### src/inc/scp_pkg.sv
// Purpose: Shared constants for the serial controller, clock phase one
// Assumes: 50 MHz bus clock, 20 ns period
// Notes: Field positions of the configuration words live here
package scp_pkg;
	// ************************************************************
	// Configuration word fields
	// ************************************************************
	localparam int GCR_CTRL_BIT = 0;
	localparam int FMT_PS_LSB = 8;
	localparam int FMT_PS_MSB = 15;
	localparam int FMT_PHASE_BIT = 16;
	localparam int FMT_POL_BIT = 17;
	localparam int DLY_W = 8;
	localparam int DLY_C2T_LSB = 24;
	localparam int DLY_T2C_LSB = 16;
	localparam int PS_W = 8;
	localparam int CNT_W = 10;

	// ************************************************************
	// Timing
	// ************************************************************
	localparam int CLK_PERIOD_NS = 20;
	localparam int MIN_SCLK_NS = 25;
	localparam logic [CNT_W-1:0] MIN_SCLK_CYC =
		CNT_W'((MIN_SCLK_NS + CLK_PERIOD_NS - 1) / CLK_PERIOD_NS);
	localparam logic [CNT_W-1:0] PS_ZERO_CYC = 10'h002;
	localparam logic [CNT_W-1:0] SETUP_EXTRA = 10'h002;
	localparam logic [CNT_W-1:0] SETUP_HOLD_EXTRA = 10'h003;
	localparam logic [CNT_W-1:0] RELEASE_EXTRA = 10'h001;
	localparam int WORD_W = 16;

	// ************************************************************
	// Sequencer states
	// ************************************************************
	typedef enum logic [1:0] {
		SCP_IDLE = 2'b00,
		SCP_SETUP = 2'b01,
		SCP_SHIFT = 2'b10,
		SCP_RELEASE = 2'b11
	} scp_state_t;
endpackage

### src/inc/scp_tick_if.sv
// Purpose: Carrier between sequencer and serial clock divider
// Assumes: Single bus clock domain
// Notes: lead and trail are one-cycle pulses
`timescale 1ns/10ps
`default_nettype none
interface scp_tick_if;
	logic [scp_pkg::PS_W-1:0] prescale;
	logic run;
	logic lead;
	logic trail;
	modport gen (input prescale, input run, output lead, output trail);
	modport user (output prescale, output run, input lead, input trail);
endinterface
`default_nettype wire

### src/logic/scp_clkgen.sv
// Purpose: Serial clock divider giving edge enable pulses
// Assumes: run held high for a whole word
// Notes: lead ends the first half period, trail the second
`timescale 1ns/10ps
`default_nettype none
module scp_clkgen
(
	input wire logic i_mclk,
	input wire logic i_reset,
	scp_tick_if.gen tick
);
	import scp_pkg::*;

	logic [CNT_W-1:0] cnt_reg;
	logic [CNT_W-1:0] cnt_next;
	wire [CNT_W-1:0] raw_period;
	wire [CNT_W-1:0] period;
	wire [CNT_W-1:0] half;

	// ************************************************************
	// Period decode
	// ************************************************************
	// zero prescale
	assign raw_period = (tick.prescale == 8'h00) ? PS_ZERO_CYC
		: CNT_W'(tick.prescale) + 10'h001;
	// floor at minimum
	assign period = (raw_period < MIN_SCLK_CYC) ? MIN_SCLK_CYC
		: raw_period;
	// first half rounded down
	assign half = period >> 1;
	assign cnt_next = (cnt_reg == period - 10'h001) ? 10'h000
		: cnt_reg + 10'h001;
	assign tick.lead = tick.run && (cnt_reg == half - 10'h001);
	assign tick.trail = tick.run && (cnt_reg == period - 10'h001);

	always_ff @(posedge i_mclk)
	begin
		if (i_reset || !tick.run)
			cnt_reg <= 10'h000;
		else
			cnt_reg <= cnt_next;
	end
endmodule
`default_nettype wire

### src/logic/scp_controller.sv
// Purpose: Serial controller, clock phase one, with select timing
// Assumes: Configuration words are plain inputs; bus clock only
// Notes: Settings are captured when a transfer starts
// What this block does
// Prescale 1..255 gives period of prescale+1 bus cycles, at least 25 ns.
// Prescale zero gives a serial clock period of two bus cycles.
// Prescale is taken from format word bits 15 to 8.
// Runs only with controller bit 0 and phase bit 16 set.
// Format bit 17 sets clock polarity and thus the active edge.
// First clock phase lasts half the period rounded down, the second phase the rest.
// Each outgoing bit is driven half a period before the active edge.
// Incoming data is sampled on the active edge.
// Polarity zero: select to first edge is half period plus delay+2.
// Polarity one: half period plus delay+2, or delay+3 with select hold set.
// Select stays asserted release delay+1 cycles after the last edge.
// Setup and release delays come from the delay configuration word.
// With select hold set, select stays asserted between words.
`timescale 1ns/10ps
`default_nettype none
module scp_controller
#(
	parameter int W = scp_pkg::WORD_W
)
(
	input wire logic i_mclk,
	input wire logic i_reset,
	input wire logic [31:0] i_global_control_reg,
	input wire logic [31:0] i_format_config_reg,
	input wire logic [31:0] i_select_delay_reg,
	input wire logic i_select_hold_enable,
	input wire logic i_tx_valid,
	input wire logic [W-1:0] i_tx_data,
	input wire logic i_target_out_data,
	output logic o_tx_ready,
	output logic o_rx_valid,
	output logic [W-1:0] o_rx_data,
	output logic o_busy,
	output logic o_serial_clock_out,
	output logic o_controller_out_data,
	output logic o_select_n
);
	import scp_pkg::*;

	scp_tick_if tick ();

	scp_clkgen u_clkgen
	(
		.i_mclk(i_mclk),
		.i_reset(i_reset),
		.tick(tick)
	);

	scp_state_t state_reg;
	scp_state_t state_next;
	logic [CNT_W-1:0] cnt_reg;
	logic [CNT_W-1:0] cnt_next;
	logic [W-1:0] shift_reg;
	logic [W-1:0] shift_next;
	logic [$clog2(W+1)-1:0] bits_reg;
	logic [$clog2(W+1)-1:0] bits_next;
	logic pol_reg;
	logic hold_reg;
	logic pend_reg;
	logic pend_next;
	logic [PS_W-1:0] ps_reg;
	logic [DLY_W-1:0] t2c_reg;
	logic ready_reg;
	logic rxv_reg;
	logic [W-1:0] rxd_reg;
	logic busy_reg;
	logic sclk_reg;
	logic sclk_next;
	logic mosi_reg;
	logic mosi_next;
	logic sel_n_reg;
	logic ready_next;

	wire enabled;
	wire take;
	wire start;
	wire pol_in;
	wire [DLY_W-1:0] c2t_in;
	wire [CNT_W-1:0] setup_cyc;
	wire last_bit;
	wire rel_done;

	// ************************************************************
	// Configuration decode
	// ************************************************************
	// mode gate
	assign enabled = i_global_control_reg[GCR_CTRL_BIT]
		&& i_format_config_reg[FMT_PHASE_BIT];
	// polarity select
	assign pol_in = i_format_config_reg[FMT_POL_BIT];
	// delay fields
	assign c2t_in = i_select_delay_reg[DLY_C2T_LSB +: DLY_W];
	// setup count
	// hold adds one
	assign setup_cyc = CNT_W'(c2t_in)
		+ ((pol_in && i_select_hold_enable) ? SETUP_HOLD_EXTRA
		: SETUP_EXTRA);
	assign take = i_tx_valid && ready_reg;
	assign start = take && (state_reg == SCP_IDLE);
	assign last_bit = (bits_reg == ($clog2(W+1))'(W - 1));
	assign rel_done = (cnt_reg == 10'h001);
	// prescale field
	assign tick.prescale = ps_reg;
	assign tick.run = (state_reg == SCP_SHIFT);

	// ************************************************************
	// Sequencer next state
	// ************************************************************
	always_comb
	begin
		state_next = state_reg;
		cnt_next = cnt_reg;
		shift_next = shift_reg;
		bits_next = bits_reg;
		pend_next = pend_reg;
		sclk_next = sclk_reg;
		mosi_next = mosi_reg;
		case (state_reg)
			SCP_IDLE:
			begin
				sclk_next = pol_in;
				if (start)
				begin
					state_next = SCP_SETUP;
					cnt_next = setup_cyc;
					shift_next = i_tx_data;
					bits_next = '0;
					mosi_next = i_tx_data[W-1];
				end
			end
			SCP_SETUP:
			begin
				cnt_next = cnt_reg - 10'h001;
				if (cnt_reg == 10'h001)
					state_next = SCP_SHIFT;
			end
			SCP_SHIFT:
			begin
				// drive half period early
				if (tick.lead)
				begin
					sclk_next = ~pol_reg;
					mosi_next = shift_reg[W-1];
				end
				// sample on active edge
				if (tick.trail)
				begin
					sclk_next = pol_reg;
					shift_next = {shift_reg[W-2:0], i_target_out_data};
					bits_next = bits_reg + 1'b1;
					if (last_bit)
					begin
						state_next = SCP_RELEASE;
						// release count
						cnt_next = CNT_W'(t2c_reg) + RELEASE_EXTRA;
					end
				end
			end
			SCP_RELEASE:
			begin
				cnt_next = cnt_reg - 10'h001;
				if (take)
				begin
					pend_next = 1'b1;
					shift_next = i_tx_data;
				end
				if (rel_done)
				begin
					// keep select for next word
					if (pend_reg || take)
					begin
						state_next = SCP_SHIFT;
						bits_next = '0;
						pend_next = 1'b0;
					end
					else
						state_next = SCP_IDLE;
				end
			end
			default:
				state_next = SCP_IDLE;
		endcase
	end

	assign ready_next = enabled && ((state_next == SCP_IDLE)
		|| (state_next == SCP_RELEASE && hold_reg && !pend_next));

	// ************************************************************
	// Registers
	// ************************************************************
	always_ff @(posedge i_mclk)
	begin
		if (i_reset)
		begin
			state_reg <= SCP_IDLE;
			cnt_reg <= 10'h000;
			shift_reg <= '0;
			bits_reg <= '0;
			pend_reg <= 1'b0;
			sclk_reg <= 1'b0;
			mosi_reg <= 1'b0;
			ready_reg <= 1'b0;
		end
		else
		begin
			state_reg <= state_next;
			cnt_reg <= cnt_next;
			shift_reg <= shift_next;
			bits_reg <= bits_next;
			pend_reg <= pend_next;
			sclk_reg <= sclk_next;
			mosi_reg <= mosi_next;
			ready_reg <= ready_next;
		end
	end

	// Settings captured at transfer start
	always_ff @(posedge i_mclk)
	begin
		if (i_reset)
		begin
			pol_reg <= 1'b0;
			hold_reg <= 1'b0;
			ps_reg <= 8'h00;
			t2c_reg <= 8'h00;
		end
		else if (start)
		begin
			pol_reg <= pol_in;
			hold_reg <= i_select_hold_enable;
			ps_reg <= i_format_config_reg[FMT_PS_MSB:FMT_PS_LSB];
			t2c_reg <= i_select_delay_reg[DLY_T2C_LSB +: DLY_W];
		end
	end

	// Select, receive word and status
	always_ff @(posedge i_mclk)
	begin
		if (i_reset)
		begin
			sel_n_reg <= 1'b1;
			rxv_reg <= 1'b0;
			rxd_reg <= '0;
			busy_reg <= 1'b0;
		end
		else
		begin
			sel_n_reg <= (state_next == SCP_IDLE);
			busy_reg <= (state_next != SCP_IDLE);
			rxv_reg <= (state_reg == SCP_SHIFT) && tick.trail && last_bit;
			if ((state_reg == SCP_SHIFT) && tick.trail && last_bit)
				rxd_reg <= shift_next;
		end
	end

	assign o_tx_ready = ready_reg;
	assign o_rx_valid = rxv_reg;
	assign o_rx_data = rxd_reg;
	assign o_busy = busy_reg;
	assign o_serial_clock_out = sclk_reg;
	assign o_controller_out_data = mosi_reg;
	assign o_select_n = sel_n_reg;
endmodule
`default_nettype wire

### config.mk
export PLATFORM = sky130hd
export DESIGN_NAME = scp_controller
export DESIGN_NICKNAME = d
export VERILOG_FILES = /design/src/inc/scp_pkg.sv /design/src/inc/scp_tick_if.sv /design/src/logic/scp_clkgen.sv /design/src/logic/scp_controller.sv
export SDC_FILE = /design/constraint.sdc
export NUM_CORES = 1
export LEC_CHECK = 0
export BUFFER_PORTS_ARGS = -buffer_cell sky130_fd_sc_hd__buf_4
export CAP_MARGIN = 20
export CORE_MARGIN = 4
export CORE_UTILIZATION = 35
export DETAILED_ROUTE_END_ITERATION = 10
export PLACE_DENSITY_LB_ADDON = 0.15
export RECOVER_POWER = 25
export SYNTH_ARGS = -nofsm -noshare
export SYNTH_HDL_FRONTEND = slang
export SYNTH_SLANG_ARGS = --single-unit
### constraint.sdc
create_clock -name i_mclk -period 5.5 [get_ports i_mclk]
set_input_delay 0.275 -clock i_mclk [delete_from_list [all_inputs] [get_ports i_mclk]]
set_output_delay 0.275 -clock i_mclk [all_outputs]
set_load 0.05 [all_outputs]
======== Word-level counts from Yosys, hierarchy flattened ========
Cells that the tools add are included.
operators by class
  add/sub/neg operators ................... 8
  $mul .................................... 0
  divide/modulo/power cells ............... 0
  $lt $le $gt $ge ......................... 1
  eq/ne operators ......................... 15
  shift operators ......................... 0
  mux-type cells .......................... 33
  bitwise logic cells ..................... 1
  reductions and logical operators ........ 28
operator list
  operator                                                                number
  10-bit two-way mux                                                      5
  16-bit two-way mux                                                      3
  16-bit one-hot mux with 3 select lines                                  1
  10-bit one-hot mux with 3 select lines                                  1
  10-bit equality test                                                    2
  5-bit two-way mux                                                       4
  10-bit by 1-bit subtractor with 10-bit output, second input constant    2
  8-bit by 1-bit adder with 9-bit output, second input constant           2
  5-bit one-hot mux with 3 select lines                                   1
  2-bit two-way mux                                                       6
  2-bit != test, second input constant                                    6
  1-bit logical AND                                                       11
  10-bit by 1-bit adder with 10-bit output, second input constant         1
  10-bit by 1-bit equality test with 1-bit output, second input constant  1
  10-bit by 2-bit < comparator with 1-bit output, second input constant   1
  9-bit by 1-bit subtractor with 10-bit output, second input constant     1
  8-bit by 2-bit adder with 9-bit output                                  1
  1-bit two-way mux                                                       9
  8-bit zero test                                                         1
  2-bit one-hot mux with 4 select lines                                   1
  2-bit equality test, second input constant                              3
  3-bit AND reduction                                                     2
  5-bit by 1-bit adder with 5-bit output, second input constant           1
  5-bit by 4-bit equality test with 1-bit output, second input constant   1
  12 further kinds                                                        19
word-level totals
  register bits after elaboration ......... 84
  latch bits .............................. 0
  memory bits (writable) .................. 0
  memory bits (read-only) ................. 0
  input bits .............................. 117
  output and inout bits ................... 22
  word-level logic and storage cells ...... 103
  memories ................................ 0

======== Depth between registers and ports, before layout ========
Gate-level depths: netlist (run 1).
  depth after elaboration ................. 14
  mapped depth ............................ 19
  gate-level depth less buffers ........... 15

======== Hierarchy ========
From an unflattened synthesis (run 1), not the netlist that was laid out.
unflattened totals
  cell total of the unflattened synthesis .. 598
  area total of the unflattened synthesis .. 4824.6 µm²
modules (own cells, without submodules)
  module          times used  cells each  area an instance (µm²)  sequential area each (µm²)
  scp_controller  1           417         3365.7                  1481.4
  scp_clkgen      1           181         1458.9                  200.2

======== Worst setup path after synthesis (run 1) ========
No wires, ideal clock.
  path type ............................... register to register
  start ................................... register ps_reg[0]
  end ..................................... register cnt_reg[8]
  library setup time ...................... 117 ps
  data arrival time ....................... 4238 ps
  data required time ...................... 5383 ps
  path slack .............................. 1145 ps
  cell stages (with the launch flop) ...... 20
  path buffers ............................ 4
  clock period less this slack ............ 4355 ps
  cells stage by stage .................... dfxtp_1 > inv_1 > ha_1 > or4b_4 > or2_1 > buf_2 > and4_1 > buf_6 > a21o_1 > ha_1 > xnor2_1 > a31oi_1 > nand4_1 > a211o_1 > or4_1 > buf_6 > nor4_4 > buf_6 > nor3_1 > a32o_1
between the ends
  cells in the longest elaborated chain, start to end .. 9
  elaborated cells on any way between the ends .. 10
  those cells by class .................... add/sub: 2; order compare: 1; eq/ne: 2; mux: 2; reduce/logical: 3
RTL lines
  element                                                                    line                                source
  from (decl)                                                                scp_controller.sv:65                logic [PS_W-1:0] ps_reg;
  from (signal assigned)                                                     scp_controller.sv:235               ps_reg <= i_format_config_reg[FMT_PS_MSB:FMT_PS_LSB];
  8-bit by 1-bit adder with 9-bit output or 8-bit zero test (tied branches)  scp_clkgen.sv:25, scp_clkgen.sv:24
  10-bit two-way mux *                                                       scp_clkgen.sv:24                    assign raw_period = (tick.prescale == 8'h00) ? PS_ZERO_CYC
  10-bit by 2-bit < comparator with 1-bit output                             scp_clkgen.sv:27                    assign period = (raw_period < MIN_SCLK_CYC) ? MIN_SCLK_CYC
  10-bit two-way mux *                                                       scp_clkgen.sv:27
  10-bit by 1-bit subtractor with 10-bit output *                            scp_clkgen.sv:34                    assign tick.trail = tick.run && (cnt_reg == period - 10'h001);
  10-bit equality test *                                                     scp_clkgen.sv:34
  1-bit logical AND *                                                        scp_clkgen.sv:34
  2-bit != test (no source line) *                                           n/a
  3-bit AND reduction (no source line) *                                     n/a
  to (signal assigned)                                                       scp_controller.sv:211               cnt_reg <= cnt_next;
  to (decl)                                                                  scp_controller.sv:55                logic [CNT_W-1:0] cnt_reg;
Mark *: on every way between the ends. The rest lies on a longest branch, timed or not.
A chain may end at the register's enable or synchronous reset.

======== Final worst setup path (run 1) ========
  start ................................... register ps_reg[0]
  end ..................................... register rxd_reg[2], in the netlist o_rx_data[2]
between the ends
  cells in the longest elaborated chain, start to end .. 9
  elaborated cells on any way between the ends .. 12
  those cells by class .................... add/sub: 2; order compare: 1; eq/ne: 1; mux: 4; reduce/logical: 4
RTL lines
  element                                                                      line                                          source
  8-bit by 1-bit adder with 9-bit output or 8-bit zero test (tied branches)    scp_clkgen.sv:25, scp_clkgen.sv:24
  10-bit two-way mux *                                                         scp_clkgen.sv:24
  10-bit by 2-bit < comparator with 1-bit output                               scp_clkgen.sv:27
  10-bit two-way mux *                                                         scp_clkgen.sv:27
  10-bit by 1-bit subtractor with 10-bit output *                              scp_clkgen.sv:34
  10-bit equality test *                                                       scp_clkgen.sv:34
  1-bit logical AND *                                                          scp_clkgen.sv:34
  16-bit two-way mux or 1-bit logical AND (tied branches)                      scp_controller.sv:150, scp_controller.sv:255
  16-bit one-hot mux with 3 select lines or 1-bit logical AND (tied branches)  scp_controller.sv:122, scp_controller.sv:255
  to (signal assigned)                                                         scp_controller.sv:256                         rxd_reg <= shift_next;
  to (decl)                                                                    scp_controller.sv:69                          logic [W-1:0] rxd_reg;
Marks and branches as above.

==> results of run 1 <==
-- cells by family (layout without fill, tap and decap cells) --
logic type               after synthesis  count (layout)  share of synthesized area, %
adder cells (fa/ha/maj)               13              13                          2.97
AND/OR/NAND/NOR                      253             253                          24.0
XOR/XNOR                              45              45                          8.11
buffers and inverters                 71             113                          6.04
multiplexers                          31              31                          5.81
AO/OA/AOI/OAI                        164             164                          21.9
flip-flops                            84              84                          31.2
-- final cells by class --
type	instances	area, sq um	share of cell area, %
Inverter	20	75.1	1.20
Clock buffer	10	239	3.83
Timing Repair Buffer	79	523	8.39
Tap cell	188	235	3.77
Clock inverter	4	98.8	1.59
Multi-Input combinational cell	506	3380	54.2
Sequential cell	84	1680	27.0
-- synth_stat cells, types with 3 or more instances --
master / count / share of area [%]
nor3b_1: 4 / 0.56
nand2_1: 73 / 5.1
a21oi_1: 44 / 4.1
buf_1: 4 / 0.28
nor4_1: 5 / 0.58
and3b_1: 4 / 0.65
and2_1: 8 / 0.93
clkbuf_1: 34 / 2.4
o211ai_1: 3 / 0.42
a41oi_1: 4 / 0.65
nor2b_1: 4 / 0.46
mux2i_1: 29 / 5.4
buf_2: 5 / 0.46
a211oi_1: 18 / 2.5
o21ai_1: 3 / 0.28
nor2_1: 62 / 4.3
o31ai_1: 3 / 0.42
nand4_1: 13 / 1.5
a31oi_1: 9 / 1.0
nand3_1: 17 / 1.6
inv_1: 20 / 1.4
xnor2_1: 28 / 4.6
a221oi_1: 3 / 0.49
o21a_1: 11 / 1.5
a22oi_1: 3 / 0.42
a211o_1: 3 / 0.49
xor2_1: 14 / 2.3
buf_6: 6 / 1.3
o2111ai_1: 3 / 0.49
ha_1: 12 / 2.8
nand2b_1: 10 / 1.2
and4_1: 4 / 0.65
or2_2: 3 / 0.35
dfxtp_1: 84 / 31
and3_1: 11 / 1.3
a221o_1: 3 / 0.56
o21ai_0: 17 / 1.6
a41o_1: 3 / 0.56
a32oi_1: 9 / 1.5
nor3_1: 18 / 1.7
-- worst max-delay path, cell delays in order, from the launching register on --
cell and delay (ns):
dfxtp_1 0.38, inv_1 0.12, ha_1 0.14, or4b_4 0.49, or2_1 0.31, and4_1 0.30, a21o_1 0.27, ha_1 0.32
xnor2_1 0.12, a31oi_1 0.21, nand4_1 0.12, a211o_1 0.31, or4_1 0.63, nor4_4 0.49, buf_12 0.23, nor3b_1 0.06
a41o_1 0.23
-- power groups by stage --
stage / clock (mW) / sequential (mW) / combinational [mW]
final: 0.701 / 0.642 / 0.249
after global routing: 0.742 / 0.643 / 0.274
after CTS: 0.718 / 0.641 / 0.252
after detailed placement: 0 / 0.655 / 0.251
after global placement: 0 / 0.654 / 0.246
after floorplan: 0 / 0.653 / 0.176
-- worst paths after layout --
kind,end,start
worst max-delay path,o_rx_data[2],ps_reg[0]
worst min-delay path,t2c_reg[4],i_select_delay_reg[20]
worst max register to register,o_rx_data[2],ps_reg[0]
worst min register to register,o_rx_data[9],o_rx_data[9]
-- layer usage --
layer / vias up / global-route usage (%) / share of wire (%)
met4: 0 / 6.01 / 2.0
met5: - / 0 / 0
met1: 2367 / 23.3 / 48
li1: 2469 / - / -
met2: 113 / 28.6 / 46
met3: 21 / 4.08 / 4.6
-- metrics by stage --
step                      utilization (%)  cell area [sq um]  instances
after global routing                 41.1               6230        891
after global placement               39.5               5980        877
final                                41.1               6230        891
after floorplan                         -               5390        661
after detailed placement             39.5               5980        877
after CTS                            41.7               6320        891
==> results_dict.tcl, run 1 <==
set metrics [dict create \
    status "complete, but fails checks" \
    violations "capacitance limit, slew limit" \
    route.detailed.drc 0 \
    nFillCells 1541 \
    min_period_ns 4.87 \
    grt_pass1_wl_um 25400 \
    drv_slew 21 \
    cts_resized 0 \
    cp-end-kind "register" \
    io_pins 139 \
    row_count 45 \
    htree_levels 3 \
    hold_class "in2reg" \
    synthFlopType "dfxtp_1" \
    dr_total_vias 4970 \
    finalWirelength_um 15600 \
    ys_seq_area_share_pct 31.2 \
    antenna_found_initial 0 \
    grt.total_usage_pct 17.7 \
    mostFrequentLayoutCells "dfxtp_1, nand2_1, nor2_1" \
    synth_edf_count 0 \
    whs_ns 0.180 \
    cts_inserted_buffers 9 \
    cts.sinks 84 \
    wl_per_cell_um 17.5 \
    hold_viol_final 0 \
    reg2reg_slack_ns 0.63 \
    grt_pass1_vias 4887 \
    fin_setup_tns_ns 0 \
    cts_buffer_depth 2 \
    fin_skew_ns 0.0119 \
    core_area_sq_um 15100 \
    ant_nets 0 \
    drive_gt1_share_pct 12.2 \
    path_clk_slew_ns 0.06 \
    layout_setup_ws_ns 0.632 \
    yosys_warnings 0 \
    synth_seq_cells 84 \
    async_reset_ff_share_pct 0 \
    pre_cts_slack_ns 0.658 \
    die_area_sq_um 17400 \
    critPathKind "reg2reg" \
    critPathMaxFanout 19 \
    vdd_drop_max_mv 0.136 \
    worstMarginPinSlew_ns 1.51 \
    min_period_over_period_pct 88.5 \
    maxSlewHeadroom_pct -0.720 \
    p_int_mw 1.18 \
    setup_viol 0 \
    p_per_area_nw_per_um2 255 \
    clockRootBuffer "clkbuf_16" \
    arrival_ns 5.11 \
    switching_share_pct 26.0 \
    layout.nets 829 \
    whs_path_depth 3 \
    postSynthCellCount 661 \
    clock_latency_ns 0.35 \
    mostFrequentLayoutCell "dfxtp_1" \
    clkPwrFrac_pct 44.0 \
    area_delta_synth_final_pct 15.7 \
    rr_worst_depth 16 \
    holdBufCountCts 0 \
    diodes 0 \
    syn-num-nets 790 \
    timing.fmax_mhz 205 \
    start_util_pct 35.6 \
    combPwrFrac_pct 15.7 \
    rsz0062_at_grt "no" \
    grt_max_degree 73 \
    cp.required_ns 5.74 \
    power_switching_mw 0.414 \
    dieWidth_um 132 \
    cp-start-kind "register" \
    dr.pass1.iters 4 \
    leakagePower_nw 2.25 \
    drv_cap 1 \
    cts_tree "yes" \
    io_buffers 69 \
    syn_avg_cell_area_sq_um 8.15 \
    seqPwrFrac_pct 40.3 \
    via_per_inst 5.58 \
    first_iter_violations 236 \
    finalPower_mw 1.59 \
    cts_setup_buffers 0 \
    gp_congestion 0.842 \
    ys_types 80 \
    netlist_area_sq_um 5390 \
    dpl.hpwl_um 11300 \
    die_h_um 132 \
    grt_overflow 0 \
]
(Power assumes the default switching activity.)
==> inputs of run 2 (changes only) <==
--- a/config.mk
+++ b/config.mk
@@ -10,6 +10,8 @@
 export CORE_MARGIN = 4
 export CORE_UTILIZATION = 35
 export DETAILED_ROUTE_END_ITERATION = 10
+export GPL_TIMING_DRIVEN = 1
+export MAX_ROUTING_LAYER = met4
 export PLACE_DENSITY_LB_ADDON = 0.15
 export RECOVER_POWER = 25
 export SYNTH_ARGS = -nofsm -noshare
==> results_dict.tcl, run 2 (synthesis gave the netlist of run 1 again) <==
set metrics [dict create \
    vdd_drop_max_mv 0.162 \
    clock_latency_ns 0.35 \
    htree_levels 3 \
    setup_viol 0 \
    min_period_over_period_pct 90.4 \
    hold_class "in2reg" \
    area_delta_synth_final_pct 14.7 \
    path_clk_slew_ns 0.07 \
    holdBufCountCts 0 \
    drv_slew 1 \
    pre_cts_slack_ns 0.589 \
    route.detailed.drc 0 \
    status "complete, but fails checks" \
    die_h_um 132 \
    timing.fmax_mhz 201 \
    critPathMaxFanout 19 \
    cp-end-kind "register" \
    grt_overflow 0 \
    layoutNonFillerInstCount 893 \
    first_iter_violations 317 \
    critPathKind "reg2reg" \
    cts_setup_buffers 0 \
    start_util_pct 35.6 \
    diodes 0 \
    cp-start-kind "register" \
    p_per_area_nw_per_um2 241 \
    critPathSlowestCell "or4b_4" \
    mostFrequentLayoutCells "dfxtp_1, nand2_1, nor2_1" \
    path_cells "inv_1 > ha_1 > or4b_4 > or2_1 > and4_1 > a21oi_1 > ha_1 > nand3_1 > o31a_1 > a211o_1 > or4_1 > buf_4 > nor4_4 > buf_12 > mux2i_1 > nor2_1" \
    slowest_delay_ns 0.48 \
    finalPower_mw 1.49 \
    placedCellCount 877 \
    ant_nets 0 \
    rsz0062_at_grt "no" \
    finalWirelength_um 15900 \
    wl_per_cell_um 17.8 \
    fin_setup_tns_ns 0 \
    io_buffers 69 \
    grt.total_usage_pct 18.7 \
    grt_max_degree 73 \
    fin_skew_ns 0.0115 \
    layout_setup_ws_ns 0.526 \
    dpl.hpwl_um 11300 \
    gp_congestion 0.883 \
    cts_inserted_buffers 9 \
    dieWidth_um 132 \
    via_per_inst 5.59 \
    dr_total_vias 4995 \
    cts_resized 0 \
    mostFrequentLayoutCell "dfxtp_1" \
    layout.nets 829 \
    io_pins 139 \
    cts_tree "yes" \
    clockRootBuffer "clkbuf_16" \
    leakagePower_nw 2.22 \
    cp.required_ns 5.71 \
    drive_gt1_share_pct 12.5 \
    violations "capacitance limit, slew limit" \
    grt_pass1_vias 4793 \
    row_count 45 \
    drv_cap 1 \
    cts.sinks 84 \
    arrival_ns 5.19 \
    grt_pass1_wl_um 25800 \
    worstMarginPinSlew_ns 1.50 \
    die_area_sq_um 17400 \
    dr.pass1.iters 4 \
    cts_buffer_depth 2 \
    hold_viol_final 0 \
    core_area_sq_um 15100 \
    maxSlewHeadroom_pct -0.187 \
    whs_ns 0.163 \
    min_period_ns 4.97 \
    cpMostUsedCell "ha_1" \
    antenna_found_initial 0 \
]
## run 2: final timing paths
path	from	end	slack [ns]	cells past startpoint
worst max-delay path	ps_reg[0]	o_rx_data[1]	0.53	16
worst min-delay path	i_format_config_reg[8]	ps_reg[0]	0.16	3
worst max register to register	ps_reg[0]	o_rx_data[1]	0.53	16
worst min register to register	bits_reg[3]	bits_reg[3]	0.47	2
## run 2: cell type report
class                           count  area, sq um
Multi-Input combinational cell    506         3380
Fill cell                        1559         8970
Clock buffer                       10          239
Tap cell                          188          235
Sequential cell                    84         1680
Inverter                           20         75.1
Timing Repair Buffer               79          523
Clock inverter                      6         46.3
## run 2: metal layers
metal  vias to the layer above  part of all wire, %  GRT usage [%]
li1                       2470                    -              -
met1                      2381                   48           24.7
met2                       128                   46           29.4
met3                        16                  4.6           4.20
met4                         0                  1.2           4.03
met5                         -                    0              -
## run 2: stage by stage
stage / cell area [sq um] / util (%)
6_report: 6180 / 40.8
5_1_grt: 6180 / 40.8
4_1_cts: 6260 / 41.4
3_5_place_dp: 5980 / 39.5
3_3_place_gp: 5980 / 39.5
2_1_floorplan: 5390 / -
## run 2: worst max-delay path, delay by kind of cell (launching register included)
family,cells,cell delay (ns)
AND/OR/NAND/NOR,7,2.29
AO/OA/AOI/OAI,3,0.85
buffers and inverters,3,0.57
adder cells (fa/ha/maj),2,0.49
flip-flops,1,0.38
multiplexers,1,0.21
## run 2: report_power, final
group          internal [mW]  switching, mW
sequential             0.622         0.0182
combinational          0.104          0.148
clock                  0.322          0.273
